File: src/hdl/dsl_defs.svh
`ifndef DSL_DEFS_SVH
`define DSL_DEFS_SVH

// ----------------------------------------------------------------------------
// Timing
// ----------------------------------------------------------------------------
`define DSL_CLK_HZ        50000000
`define DSL_TICK_MS       1
`define DSL_UNIT_SLOW_MS  20
`define DSL_LFSR_SEED     16'hACE1

// ----------------------------------------------------------------------------
// Addresses and function codes
// ----------------------------------------------------------------------------
`define DSL_ADDR_MAX      16'hFFEF
`define DSL_SELF_ADDR     16'hFFFC
`define DSL_NUM_MASTERS   5
`define DSL_FC_ACK        4'h0
`define DSL_FC_NACK       4'h1
`define DSL_FC_CONF_DATA  4'h3
`define DSL_FC_UNCONF     4'h4
`define DSL_FC_NOT_SUPP   4'hF

// ----------------------------------------------------------------------------
// Configuration defaults
// ----------------------------------------------------------------------------
`define DSL_DEF_NODE      16'h0001
`define DSL_DEF_MASTER    16'h0000
`define DSL_DEF_ACK_TMO   16'h0001

`endif

File: src/hdl/dsl_pkg.sv
package dsl_pkg;

    typedef enum logic [2:0] {
        BAUD_38400 = 3'b000,
        BAUD_19200 = 3'b001,
        BAUD_9600  = 3'b010,
        BAUD_4800  = 3'b011,
        BAUD_2400  = 3'b100,
        BAUD_1200  = 3'b101,
        BAUD_600   = 3'b110,
        BAUD_300   = 3'b111
    } dsl_baud_t;

    typedef enum logic [1:0] {
        PAR_NONE = 2'b00,
        PAR_EVEN = 2'b01,
        PAR_ODD  = 2'b10
    } dsl_parity_t;

    typedef enum logic [1:0] {
        STOP_1   = 2'b00,
        STOP_1P5 = 2'b01,
        STOP_2   = 2'b10
    } dsl_stop_t;

    typedef enum logic [1:0] {
        CTL_NONE  = 2'b00,
        CTL_MODEM = 2'b01,
        CTL_RS485 = 2'b10
    } dsl_control_t;

    typedef struct packed {
        logic [15:0] dest;
        logic [15:0] src;
        logic [3:0]  func;
        logic        primary;
    } dsl_rx_hdr_t;

    typedef struct packed {
        logic        secondary;
        logic [3:0]  func;
    } dsl_tx_req_t;

endpackage : dsl_pkg

File: src/hdl/dsl_serial_link.sv
`timescale 1ns/10ps
`include "dsl_defs.svh"


// ----------------------------------------------------------------------------
// Stream buffer
// ----------------------------------------------------------------------------
module dsl_fifo #(
    parameter int WIDTH = 9,
    parameter int DEPTH = 4
) (
    input  wire logic             clock,
    input  wire logic             rst,
    input  wire logic [WIDTH-1:0] inData,
    input  wire logic             inValid,
    output logic                  inReady,
    output logic      [WIDTH-1:0] outData,
    output logic                  outValid,
    input  wire logic             outReady
);
    localparam int AW = $clog2(DEPTH);
    logic [WIDTH-1:0] mem [DEPTH];
    logic [AW-1:0]    wrPtr_r;
    logic [AW-1:0]    rdPtr_r;
    logic [AW:0]      count_r;
    logic             push;
    logic             pop;

    assign inReady  = (count_r != (AW+1)'(DEPTH));
    assign outValid = (count_r != '0);
    assign push     = inValid && inReady;
    assign pop      = outValid && outReady;
    assign outData  = mem[rdPtr_r];

    always_ff @(posedge clock) begin
        if (push) begin
            mem[wrPtr_r] <= inData;
        end
    end

    always_ff @(posedge clock or posedge rst) begin
        if (rst) begin
            wrPtr_r <= '0;
            rdPtr_r <= '0;
            count_r <= '0;
        end else begin
            if (push) begin
                wrPtr_r <= (wrPtr_r == AW'(DEPTH-1)) ? '0 : wrPtr_r + 1'b1;
            end
            if (pop) begin
                rdPtr_r <= (rdPtr_r == AW'(DEPTH-1)) ? '0 : rdPtr_r + 1'b1;
            end
            count_r <= count_r + (AW+1)'(push) - (AW+1)'(pop);
        end
    end
endmodule : dsl_fifo

// ----------------------------------------------------------------------------
// Link layer engine
// ----------------------------------------------------------------------------
module dsl_serial_link #(
    parameter int CYC_PER_MS   = `DSL_CLK_HZ / 1000 * `DSL_TICK_MS,
    parameter bit PORT_HAS_485 = 1'b1,
    parameter int FIFO_DEPTH   = 4
) (
    input  wire logic                 clock,
    input  wire logic                 rst,
    input  wire logic [15:0]          nodeAddr,
    input  wire dsl_pkg::dsl_baud_t   baudSel,
    input  wire dsl_pkg::dsl_parity_t paritySel,
    input  wire dsl_pkg::dsl_stop_t   stopSel,
    input  wire dsl_pkg::dsl_control_t controlSel,
    input  wire logic                 masterValidateEn,
    input  wire logic                 selfAddrEn,
    input  wire logic [15:0]          primaryMasterAddr,
    input  wire logic [15:0]          masterAddr1,
    input  wire logic [15:0]          masterAddr2,
    input  wire logic [15:0]          masterAddr3,
    input  wire logic [15:0]          masterAddr4,
    input  wire logic                 askLinkAck,
    input  wire logic                 emitLinkSecondaryFrames,
    input  wire logic [15:0]          ackTimeout,
    input  wire logic [7:0]           retryCount,
    input  wire logic [15:0]          preTxDelay,
    input  wire logic [15:0]          maxRandomDelay,
    input  wire logic [15:0]          rtsOffDelay,
    input  wire logic [15:0]          rtsSendDelay,
    input  wire dsl_pkg::dsl_rx_hdr_t rxHdr,
    input  wire logic                 rxHdrValid,
    output logic                      rxAccept,
    output logic                      rxDrop,
    input  wire dsl_pkg::dsl_tx_req_t txReq,
    input  wire logic                 txReqValid,
    output logic                      txReqReady,
    input  wire logic [7:0]           txData,
    input  wire logic                 txLast,
    input  wire logic                 txValid,
    output logic                      txReady,
    output logic [3:0]                primaryFunc,
    output logic [15:0]               unsolDest,
    output logic                      frameDone,
    output logic                      resendReq,
    output logic                      linkFail,
    output logic                      txd,
    output logic                      rts,
    output logic                      driverEn,
    input  wire logic                 cts
);
    typedef enum logic [2:0] {
        ST_IDLE   = 3'b000,
        ST_PRE    = 3'b001,
        ST_RTSUP  = 3'b010,
        ST_SEND   = 3'b011,
        ST_RTSOFF = 3'b100,
        ST_ACK    = 3'b101,
        ST_DRAIN  = 3'b110
    } dsl_state_t;

    dsl_state_t  state_r;
    logic [15:0] msCnt_r;
    logic        msTick;
    logic [20:0] waitMs_r;
    logic [15:0] lfsr_r;
    logic [2:0]  ctsSync_r;
    logic        ctsStable_r;
    logic        isModem;
    logic        is485;
    logic        confirmFrame_r;
    logic [7:0]  retryLeft_r;
    logic        inRetry_r;
    logic [15:0] halfDiv_r;
    logic [15:0] halfDiv;
    logic [4:0]  halves_r;
    logic [10:0] shift_r;
    logic        bitPhase_r;
    logic        busy_r;
    logic [8:0]  fOutData;
    logic        fOutValid;
    logic        fOutReady;
    logic        lastSent_r;
    logic [15:0] node;
    logic        destOk;
    logic        srcOk;

    assign isModem = (controlSel == dsl_pkg::CTL_MODEM);
    assign is485   = (controlSel == dsl_pkg::CTL_RS485) && PORT_HAS_485;

    dsl_fifo #(.WIDTH(9), .DEPTH(FIFO_DEPTH)) u_fifo (
        .clock    (clock),
        .rst      (rst),
        .inData   ({txLast, txData}),
        .inValid  (txValid),
        .inReady  (txReady),
        .outData  (fOutData),
        .outValid (fOutValid),
        .outReady (fOutReady)
    );

    // ------------------------------------------------------------------------
    // Receive filtering
    // ------------------------------------------------------------------------
    assign node   = (nodeAddr > `DSL_ADDR_MAX) ? `DSL_ADDR_MAX : nodeAddr;
    assign destOk = (rxHdr.dest == node) || (selfAddrEn && rxHdr.dest == `DSL_SELF_ADDR);
    assign srcOk  = !masterValidateEn || rxHdr.src == primaryMasterAddr || rxHdr.src == masterAddr1
                    || rxHdr.src == masterAddr2 || rxHdr.src == masterAddr3
                    || rxHdr.src == masterAddr4;

    always_ff @(posedge clock or posedge rst) begin
        if (rst) begin
            rxAccept <= 1'b0;
            rxDrop   <= 1'b0;
        end else begin
            rxAccept <= rxHdrValid && destOk && srcOk;
            rxDrop   <= rxHdrValid && !(destOk && srcOk);
        end
    end

    always_ff @(posedge clock or posedge rst) begin
        if (rst) begin
            primaryFunc <= `DSL_FC_UNCONF;
            unsolDest   <= `DSL_DEF_MASTER;
        end else begin
            primaryFunc <= askLinkAck ? `DSL_FC_CONF_DATA : `DSL_FC_UNCONF;
            unsolDest   <= primaryMasterAddr;
        end
    end

    // ------------------------------------------------------------------------
    // Time bases, CTS synchroniser, random source
    // ------------------------------------------------------------------------
    assign msTick = (msCnt_r == 16'(CYC_PER_MS - 1));

    always_ff @(posedge clock or posedge rst) begin
        if (rst) begin
            msCnt_r <= '0;
        end else begin
            msCnt_r <= msTick ? '0 : msCnt_r + 1'b1;
        end
    end

    always_ff @(posedge clock or posedge rst) begin
        if (rst) begin
            ctsSync_r   <= '0;
            ctsStable_r <= 1'b0;
        end else begin
            ctsSync_r <= {ctsSync_r[1:0], cts};
            if (ctsSync_r[1] == ctsSync_r[2]) begin
                ctsStable_r <= ctsSync_r[2];
            end
        end
    end

    always_ff @(posedge clock or posedge rst) begin
        if (rst) begin
            lfsr_r <= `DSL_LFSR_SEED;
        end else begin
            lfsr_r <= {lfsr_r[14:0], lfsr_r[15] ^ lfsr_r[13] ^ lfsr_r[12] ^ lfsr_r[10]};
        end
    end

    // ------------------------------------------------------------------------
    // Half-bit divider
    // ------------------------------------------------------------------------
    always_comb begin
        case (baudSel)
            dsl_pkg::BAUD_38400: halfDiv = 16'(`DSL_CLK_HZ / (2 * 38400));
            dsl_pkg::BAUD_19200: halfDiv = 16'(`DSL_CLK_HZ / (2 * 19200));
            dsl_pkg::BAUD_9600:  halfDiv = 16'(`DSL_CLK_HZ / (2 * 9600));
            dsl_pkg::BAUD_4800:  halfDiv = 16'(`DSL_CLK_HZ / (2 * 4800));
            dsl_pkg::BAUD_2400:  halfDiv = 16'(`DSL_CLK_HZ / (2 * 2400));
            dsl_pkg::BAUD_1200:  halfDiv = 16'(`DSL_CLK_HZ / (2 * 1200));
            dsl_pkg::BAUD_600:   halfDiv = 16'(`DSL_CLK_HZ / (2 * 600));
            default:             halfDiv = 16'(`DSL_CLK_HZ / (2 * 300));
        endcase
    end

    // ------------------------------------------------------------------------
    // Character serialiser, counted in half bits so 1.5 stop bits fit.
    // ------------------------------------------------------------------------
    assign fOutReady = (state_r == ST_DRAIN) || (state_r == ST_SEND && !busy_r && !lastSent_r);

    always_ff @(posedge clock or posedge rst) begin
        if (rst) begin
            shift_r    <= '1;
            halves_r   <= '0;
            halfDiv_r  <= '0;
            bitPhase_r <= 1'b0;
            busy_r     <= 1'b0;
            lastSent_r <= 1'b0;
        end else if (state_r == ST_SEND && fOutValid && fOutReady) begin
            busy_r     <= 1'b1;
            lastSent_r <= fOutData[8];
            halfDiv_r  <= '0;
            bitPhase_r <= 1'b0;
            case (paritySel)
                dsl_pkg::PAR_EVEN: shift_r <= {1'b1, ^fOutData[7:0], fOutData[7:0], 1'b0};
                dsl_pkg::PAR_ODD:  shift_r <= {1'b1, ~^fOutData[7:0], fOutData[7:0], 1'b0};
                default:           shift_r <= {2'b11, fOutData[7:0], 1'b0};
            endcase
            halves_r <= 5'd18 + ((paritySel == dsl_pkg::PAR_NONE) ? 5'd0 : 5'd2)
                        + ((stopSel == dsl_pkg::STOP_1P5) ? 5'd3
                        : (stopSel == dsl_pkg::STOP_2) ? 5'd4 : 5'd2);
        end else if (busy_r) begin
            if (halfDiv_r == halfDiv - 1'b1) begin
                halfDiv_r  <= '0;
                bitPhase_r <= !bitPhase_r;
                halves_r   <= halves_r - 1'b1;
                if (bitPhase_r) begin
                    shift_r <= {1'b1, shift_r[10:1]};
                end
                if (halves_r == 5'd1) begin
                    busy_r <= 1'b0;
                end
            end else begin
                halfDiv_r <= halfDiv_r + 1'b1;
            end
        end else if (state_r != ST_SEND) begin
            lastSent_r <= 1'b0;
        end
    end

    assign txd      = shift_r[0];
    assign rts      = isModem && (state_r == ST_RTSUP || state_r == ST_SEND || state_r == ST_RTSOFF);
    assign driverEn = is485 && state_r == ST_SEND;
    assign txReqReady = (state_r == ST_IDLE);

    // ------------------------------------------------------------------------
    // Frame sequencer
    // ------------------------------------------------------------------------
    always_ff @(posedge clock or posedge rst) begin
        if (rst) begin
            state_r        <= ST_IDLE;
            waitMs_r       <= '0;
            confirmFrame_r <= 1'b0;
            retryLeft_r    <= '0;
            inRetry_r      <= 1'b0;
            frameDone      <= 1'b0;
            resendReq      <= 1'b0;
            linkFail       <= 1'b0;
        end else begin
            frameDone <= 1'b0;
            resendReq <= 1'b0;
            linkFail  <= 1'b0;
            if (msTick && waitMs_r != '0) begin
                waitMs_r <= waitMs_r - 1'b1;
            end
            case (state_r)
                ST_IDLE: begin
                    if (txReqValid) begin
                        if (txReq.secondary && !emitLinkSecondaryFrames
                            && (txReq.func == `DSL_FC_NACK || txReq.func == `DSL_FC_NOT_SUPP)) begin
                            state_r <= ST_DRAIN;
                        end else begin
                            confirmFrame_r <= !txReq.secondary && askLinkAck;
                            retryLeft_r    <= retryCount;
                            inRetry_r      <= 1'b0;
                            waitMs_r       <= 21'(preTxDelay)
                                              + 21'(is485 ? lfsr_r % (17'(maxRandomDelay) + 17'd1) : 17'd0);
                            state_r        <= ST_PRE;
                        end
                    end
                end
                ST_PRE: begin
                    if (waitMs_r == '0) begin
                        waitMs_r <= 21'(rtsSendDelay) * 21'(`DSL_UNIT_SLOW_MS);
                        state_r  <= isModem ? ST_RTSUP : ST_SEND;
                    end
                end
                ST_RTSUP: begin
                    if (waitMs_r == '0 && ctsStable_r) begin
                        state_r <= ST_SEND;
                    end
                end
                ST_SEND: begin
                    if (lastSent_r && !busy_r) begin
                        waitMs_r <= 21'(rtsOffDelay) * 21'(`DSL_UNIT_SLOW_MS);
                        state_r  <= isModem ? ST_RTSOFF : ST_ACK;
                        if (!isModem && !confirmFrame_r) begin
                            frameDone <= 1'b1;
                            state_r   <= ST_IDLE;
                        end else if (!isModem) begin
                            waitMs_r <= 21'((ackTimeout == '0) ? 16'd1 : ackTimeout) * 21'(`DSL_UNIT_SLOW_MS);
                        end
                    end
                end
                ST_RTSOFF: begin
                    if (waitMs_r == '0) begin
                        waitMs_r <= 21'((ackTimeout == '0) ? 16'd1 : ackTimeout) * 21'(`DSL_UNIT_SLOW_MS);
                        state_r  <= confirmFrame_r ? ST_ACK : ST_IDLE;
                        frameDone <= !confirmFrame_r;
                    end
                end
                ST_ACK: begin
                    if (rxHdrValid && destOk && srcOk && rxHdr.func == `DSL_FC_ACK && !rxHdr.primary) begin
                        frameDone <= 1'b1;
                        state_r   <= ST_IDLE;
                    end else if (waitMs_r == '0) begin
                        if (retryLeft_r != '0) begin
                            retryLeft_r <= retryLeft_r - 1'b1;
                            inRetry_r   <= 1'b1;
                            resendReq   <= 1'b1;
                            waitMs_r    <= 21'(preTxDelay);
                            state_r     <= ST_PRE;
                        end else begin
                            linkFail <= 1'b1;
                            state_r  <= ST_IDLE;
                        end
                    end
                end
                ST_DRAIN: begin
                    if (fOutValid && fOutData[8]) begin
                        frameDone <= 1'b1;
                        state_r   <= ST_IDLE;
                    end
                end
                default: state_r <= ST_IDLE;
            endcase
        end
    end
endmodule : dsl_serial_link

File: config.mk
export PLATFORM = sky130hd
export DESIGN_NAME = dsl_serial_link
export DESIGN_NICKNAME = d
export VERILOG_FILES = /design/src/hdl/dsl_pkg.sv /design/src/hdl/dsl_serial_link.sv
export VERILOG_INCLUDE_DIRS = /design/src /design/src/hdl
export SDC_FILE = /design/constraint.sdc
export NUM_CORES = 1
export LEC_CHECK = 0
export BUFFER_PORTS_ARGS = -buffer_cell sky130_fd_sc_hd__buf_2
export CAP_MARGIN = 15
export CORE_MARGIN = 1
export CORE_UTILIZATION = 30
export CTS_BUF_LIST = sky130_fd_sc_hd__clkbuf_16
export DETAILED_ROUTE_END_ITERATION = 10
export PLACE_DENSITY = 0.58
export SLEW_MARGIN = 40
export SYNTH_ARGS = -nofsm -noshare
export SYNTH_HDL_FRONTEND = slang
export SYNTH_SLANG_ARGS = --single-unit
File: constraint.sdc
create_clock -name clock -period 98.5 [get_ports clock]
set_clock_uncertainty 0.15 [all_clocks]
set_input_delay 4.925 -clock clock [delete_from_list [all_inputs] [get_ports clock]]
set_output_delay 4.925 -clock clock [all_outputs]
set_load 0.02 [all_outputs]
==> impl_metrics.py <==
metrics = {
    "run_status": {
        "outcome": "complete, no violations",
    },
    "route": {
        "drt_iter0_drc": 1977,
        "wl_per_cell_microns": 19.5,
        "drt_pre_antenna_iters": 5,
        "drc_errors": 0,
        "num_vias": 27049,
        "ant_nets": 0,
        "avgViaCountPerCell": 5.61,
        "drt_wl_total_microns": 93900,
    },
    "placed_design": {
        "hpwl_microns": 76100,
        "placed_cells": 4789,
        "routabilityCongestion": 1.00,
        "io_buffers": 282,
    },
    "final_layout": {
        "syn_to_final_growth_pct": 12.1,
        "layoutNonFillerInstCount": 4822,
        "layout-drive-gt1-share_pct": 15.8,
        "fill_cells": 9344,
        "nNetsFinal": 4246,
    },
    "clock_network": {
        "cts_resized": 0,
        "cts_hold_buf": 0,
        "cts_tree": "done",
        "clock_latency_ns": 0.51,
        "clockBufferDepth": 2,
        "root_buffer": "clkbuf_16",
        "clkTransAtPathRegs_ns": 0.08,
        "cts_setup_buffers": 0,
        "cts_buffers": 17,
        "htreeDepth": 4,
        "cts.sinks": 169,
    },
    "critical_path": {
        "crit_slowest_cell": "and3_1",
        "cp-endpoint": "waitMs_r[20]",
        "reg2reg_setup_slack_ns": 45.57,
        "worstSetupStartpointType": "input pin",
        "critPathRequiredTime_ns": 98.72,
        "cp_common_cell": "ha_1",
        "startpoint": "maxRandomDelay[0]",
        "r2r_start": "lfsr_r[4]",
        "reg2reg_to": "waitMs_r[20]",
        "reg2regPathDepth": 203,
        "critPathMaxStageDelay_ns": 0.79,
        "critPathArrivalTime_ns": 58.68,
        "worstPathMaxFanout": 28,
        "end_kind": "flop",
        "critPathKind": "input pin to flop",
    },
    "timing": {
        "fin_setup_tns_ns": 0,
        "rsz0062_at_grt": "false",
        "finalSetupViolCount": 0,
        "min_period_ns": 58.45,
        "drv_slew": 0,
        "relSlewSlack_pct": 38.6,
        "clock.fmax_mhz": 17.1,
        "worst_pin_slew_ns": 0.916,
        "finalHoldViolCount": 0,
        "fin_crit_sh_pct": 59.3,
    },
    "power_and_ir_drop": {
        "ir_drop_mv": 0.0131,
        "power_density_nw_per_um2": 8.12,
        "switching_share_pct": 39.5,
        "switching_power_uw": 97.2,
        "seqPwrFrac_pct": 33.8,
        "internal_power_uw": 149,
        "pwr-share-comb_pct": 37.6,
        "p_leak_uw": 0.0134,
        "clkPwrFrac_pct": 28.6,
    },
    "yosys": {
        "yosys.area.top_type": "ha_1",
        "netlist_area_sq_um": 27000,
        "synthDistinctLibCells": 125,
        "synthArstFlopShare_pct": 78.7,
        "ys_ff_latch": 169,
        "syn_avg_cell_area_sq_um": 7.81,
        "synthFlopType": "dfrtp_1",
        "syn_inst": 3460,
        "yosysTopAreaCellShare_pct": 15.9,
        "ys_warn_count": 0,
        "post-synth-top-count-cell": "ha_1",
        "synth_edf_count": 36,
        "ys_top_cells_by_area": "ha_1 16%, dfrtp_1 11%, xnor2_1 6.7%",
        "synthTopCellsByCount": "343 x ha_1, 316 x nor2_1, 302 x nand2_1, 240 x a21oi_1, 217 x o21ai_0",
        "seq_area_frac_synth_pct": 16.4,
    },
    "floorplanning": {
        "die_w_microns": 302,
        "rows": 109,
        "start_util_pct": 30.4,
        "io_pins": 284,
        "dieArea_sq_um": 91300,
        "coreArea_sq_um": 88800,
        "die_h_microns": 302,
    },
    "hold_path": {
        "hold_class": "flop to flop",
    },
    "job": {
        "cap_violations": 0,
    },
    "grt": {
        "grt_pass1_wl_microns": 144000,
        "antenna_found_initial": 6,
        "grt_start_max_net_pins": 68,
        "grt_remaining_overflow": 0,
        "grt_util_all_layers_pct": 20.2,
        "grt_pass1_vias": 25520,
    },
}
-- cell usage in the layout (no fill, tap or decap), drive strengths merged, types with 45 or more instances in the layout --
cell / count
a211oi: 50
a21o: 62
a21oi: 241
and3: 51
buf: 310
dfrtp: 114
ha: 343
inv: 148
mux2: 67
nand2: 303
nand3: 91
nand4: 66
nor2: 321
nor3: 131
nor4: 45
o21a: 71
o21ai: 226
xnor2: 209
xor2: 105
-- routing by layer --
layer  routed length, microns  track usage [%]  vias to the layer above  part of all wire [%]
met4                     4440             9.50                        8                   4.7
li1                         -                -                    13235                     -
met2                    42600             33.2                      999                    45
met1                    41100             26.0                    12618                    44
met3                     5710             2.89                      189                   6.1
met5                       47                0                        -                 0.050
-- critical path, delay by kind of cell --
kind / cells / cell delay (ns)
mux: 3 / 1.11
compound gates: 105 / 27.74
fa+ha+maj: 22 / 7.37
buf+inv: 10 / 1.63
simple gates: 65 / 15.54
xor+xnor: 1 / 0.31
-- cell families after synthesis --
| family | count (synthesis) | synth area share (%) |
|---|---|---|
| muxes | 98 | 4.40 |
| AOI/OAI and AO/OA | 1016 | 25.5 |
| DFF | 169 | 16.4 |
| buffers and inverters | 292 | 4.46 |
| xor gates and xnor gates | 314 | 10.3 |
| adders and majority gates | 350 | 16.4 |
| and+or+nand+nor | 1220 | 22.6 |
| other | 1 | 0.0139 |
-- power groups by stage --
stage	clock network (uW)	registers (uW)	logic, uW
2_1_floorplan	0	83.0	62.3
3_3_place_gp	0	84.3	90.2
3_5_place_dp	0	84.4	91.4
4_1_cts	73.2	83.1	91.9
5_1_grt	75.3	83.9	102
6_report	70.3	83.1	92.5
-- cell type report --
class                           count  area [sq um]  share of cell area (%)
Antenna cell                        1          2.50                 0.00826
Tap cell                         1165          1460                    4.81
Clock buffer                       17           425                    1.40
Timing Repair Buffer              311          1700                    5.60
Multi-Input combinational cell   3003         21600                    71.3
Sequential cell                   169          4430                    14.6
Inverter                          141           534                    1.76
Clock inverter                     15           159                   0.524
-- per-stage QoR --
stage	hold WS [ns]	cell area [sq um]	setup slack, ns	utilization, %	total power [uW]
detailed placement	0.186	29700	40.32	33.4	176
floorplan	0.181	27000	49.15	-	145
finish	0.200	30300	40.05	34.1	246
CTS	0.203	30300	40.65	34.1	248
global placement	0.190	29500	41.36	33.3	174
global route	0.223	30300	36.24	34.1	262
-- worst min-delay path by stage --
stage / start / end / cells after the start
2_1_floorplan: ctsSync_r[0] / ctsSync_r[1] / 0
5_1_grt: ctsSync_r[0] / ctsSync_r[1] / 0
3_3_place_gp: ctsSync_r[0] / ctsSync_r[1] / 0
3_5_place_dp: ctsSync_r[0] / ctsSync_r[1] / 0
6_report: ctsSync_r[0] / ctsSync_r[1] / 0
4_1_cts: ctsSync_r[0] / ctsSync_r[1] / 0
-- registers in the layout (all words and copies together), names as in the netlist, 2 cells and up --
signal          count
unsolDest          16
u_fifo.wrPtr_r      2
halfDiv_r          16
state_r             3
msCnt_r            16
u_fifo.count_r      3
primaryFunc         2
shift_r            10
halves_r            5
lfsr_r             16
ctsSync_r           3
u_fifo.mem         36
retryLeft_r         8
u_fifo.rdPtr_r      2
waitMs_r           21
Note: power is estimated with default switching activity, not from simulation.
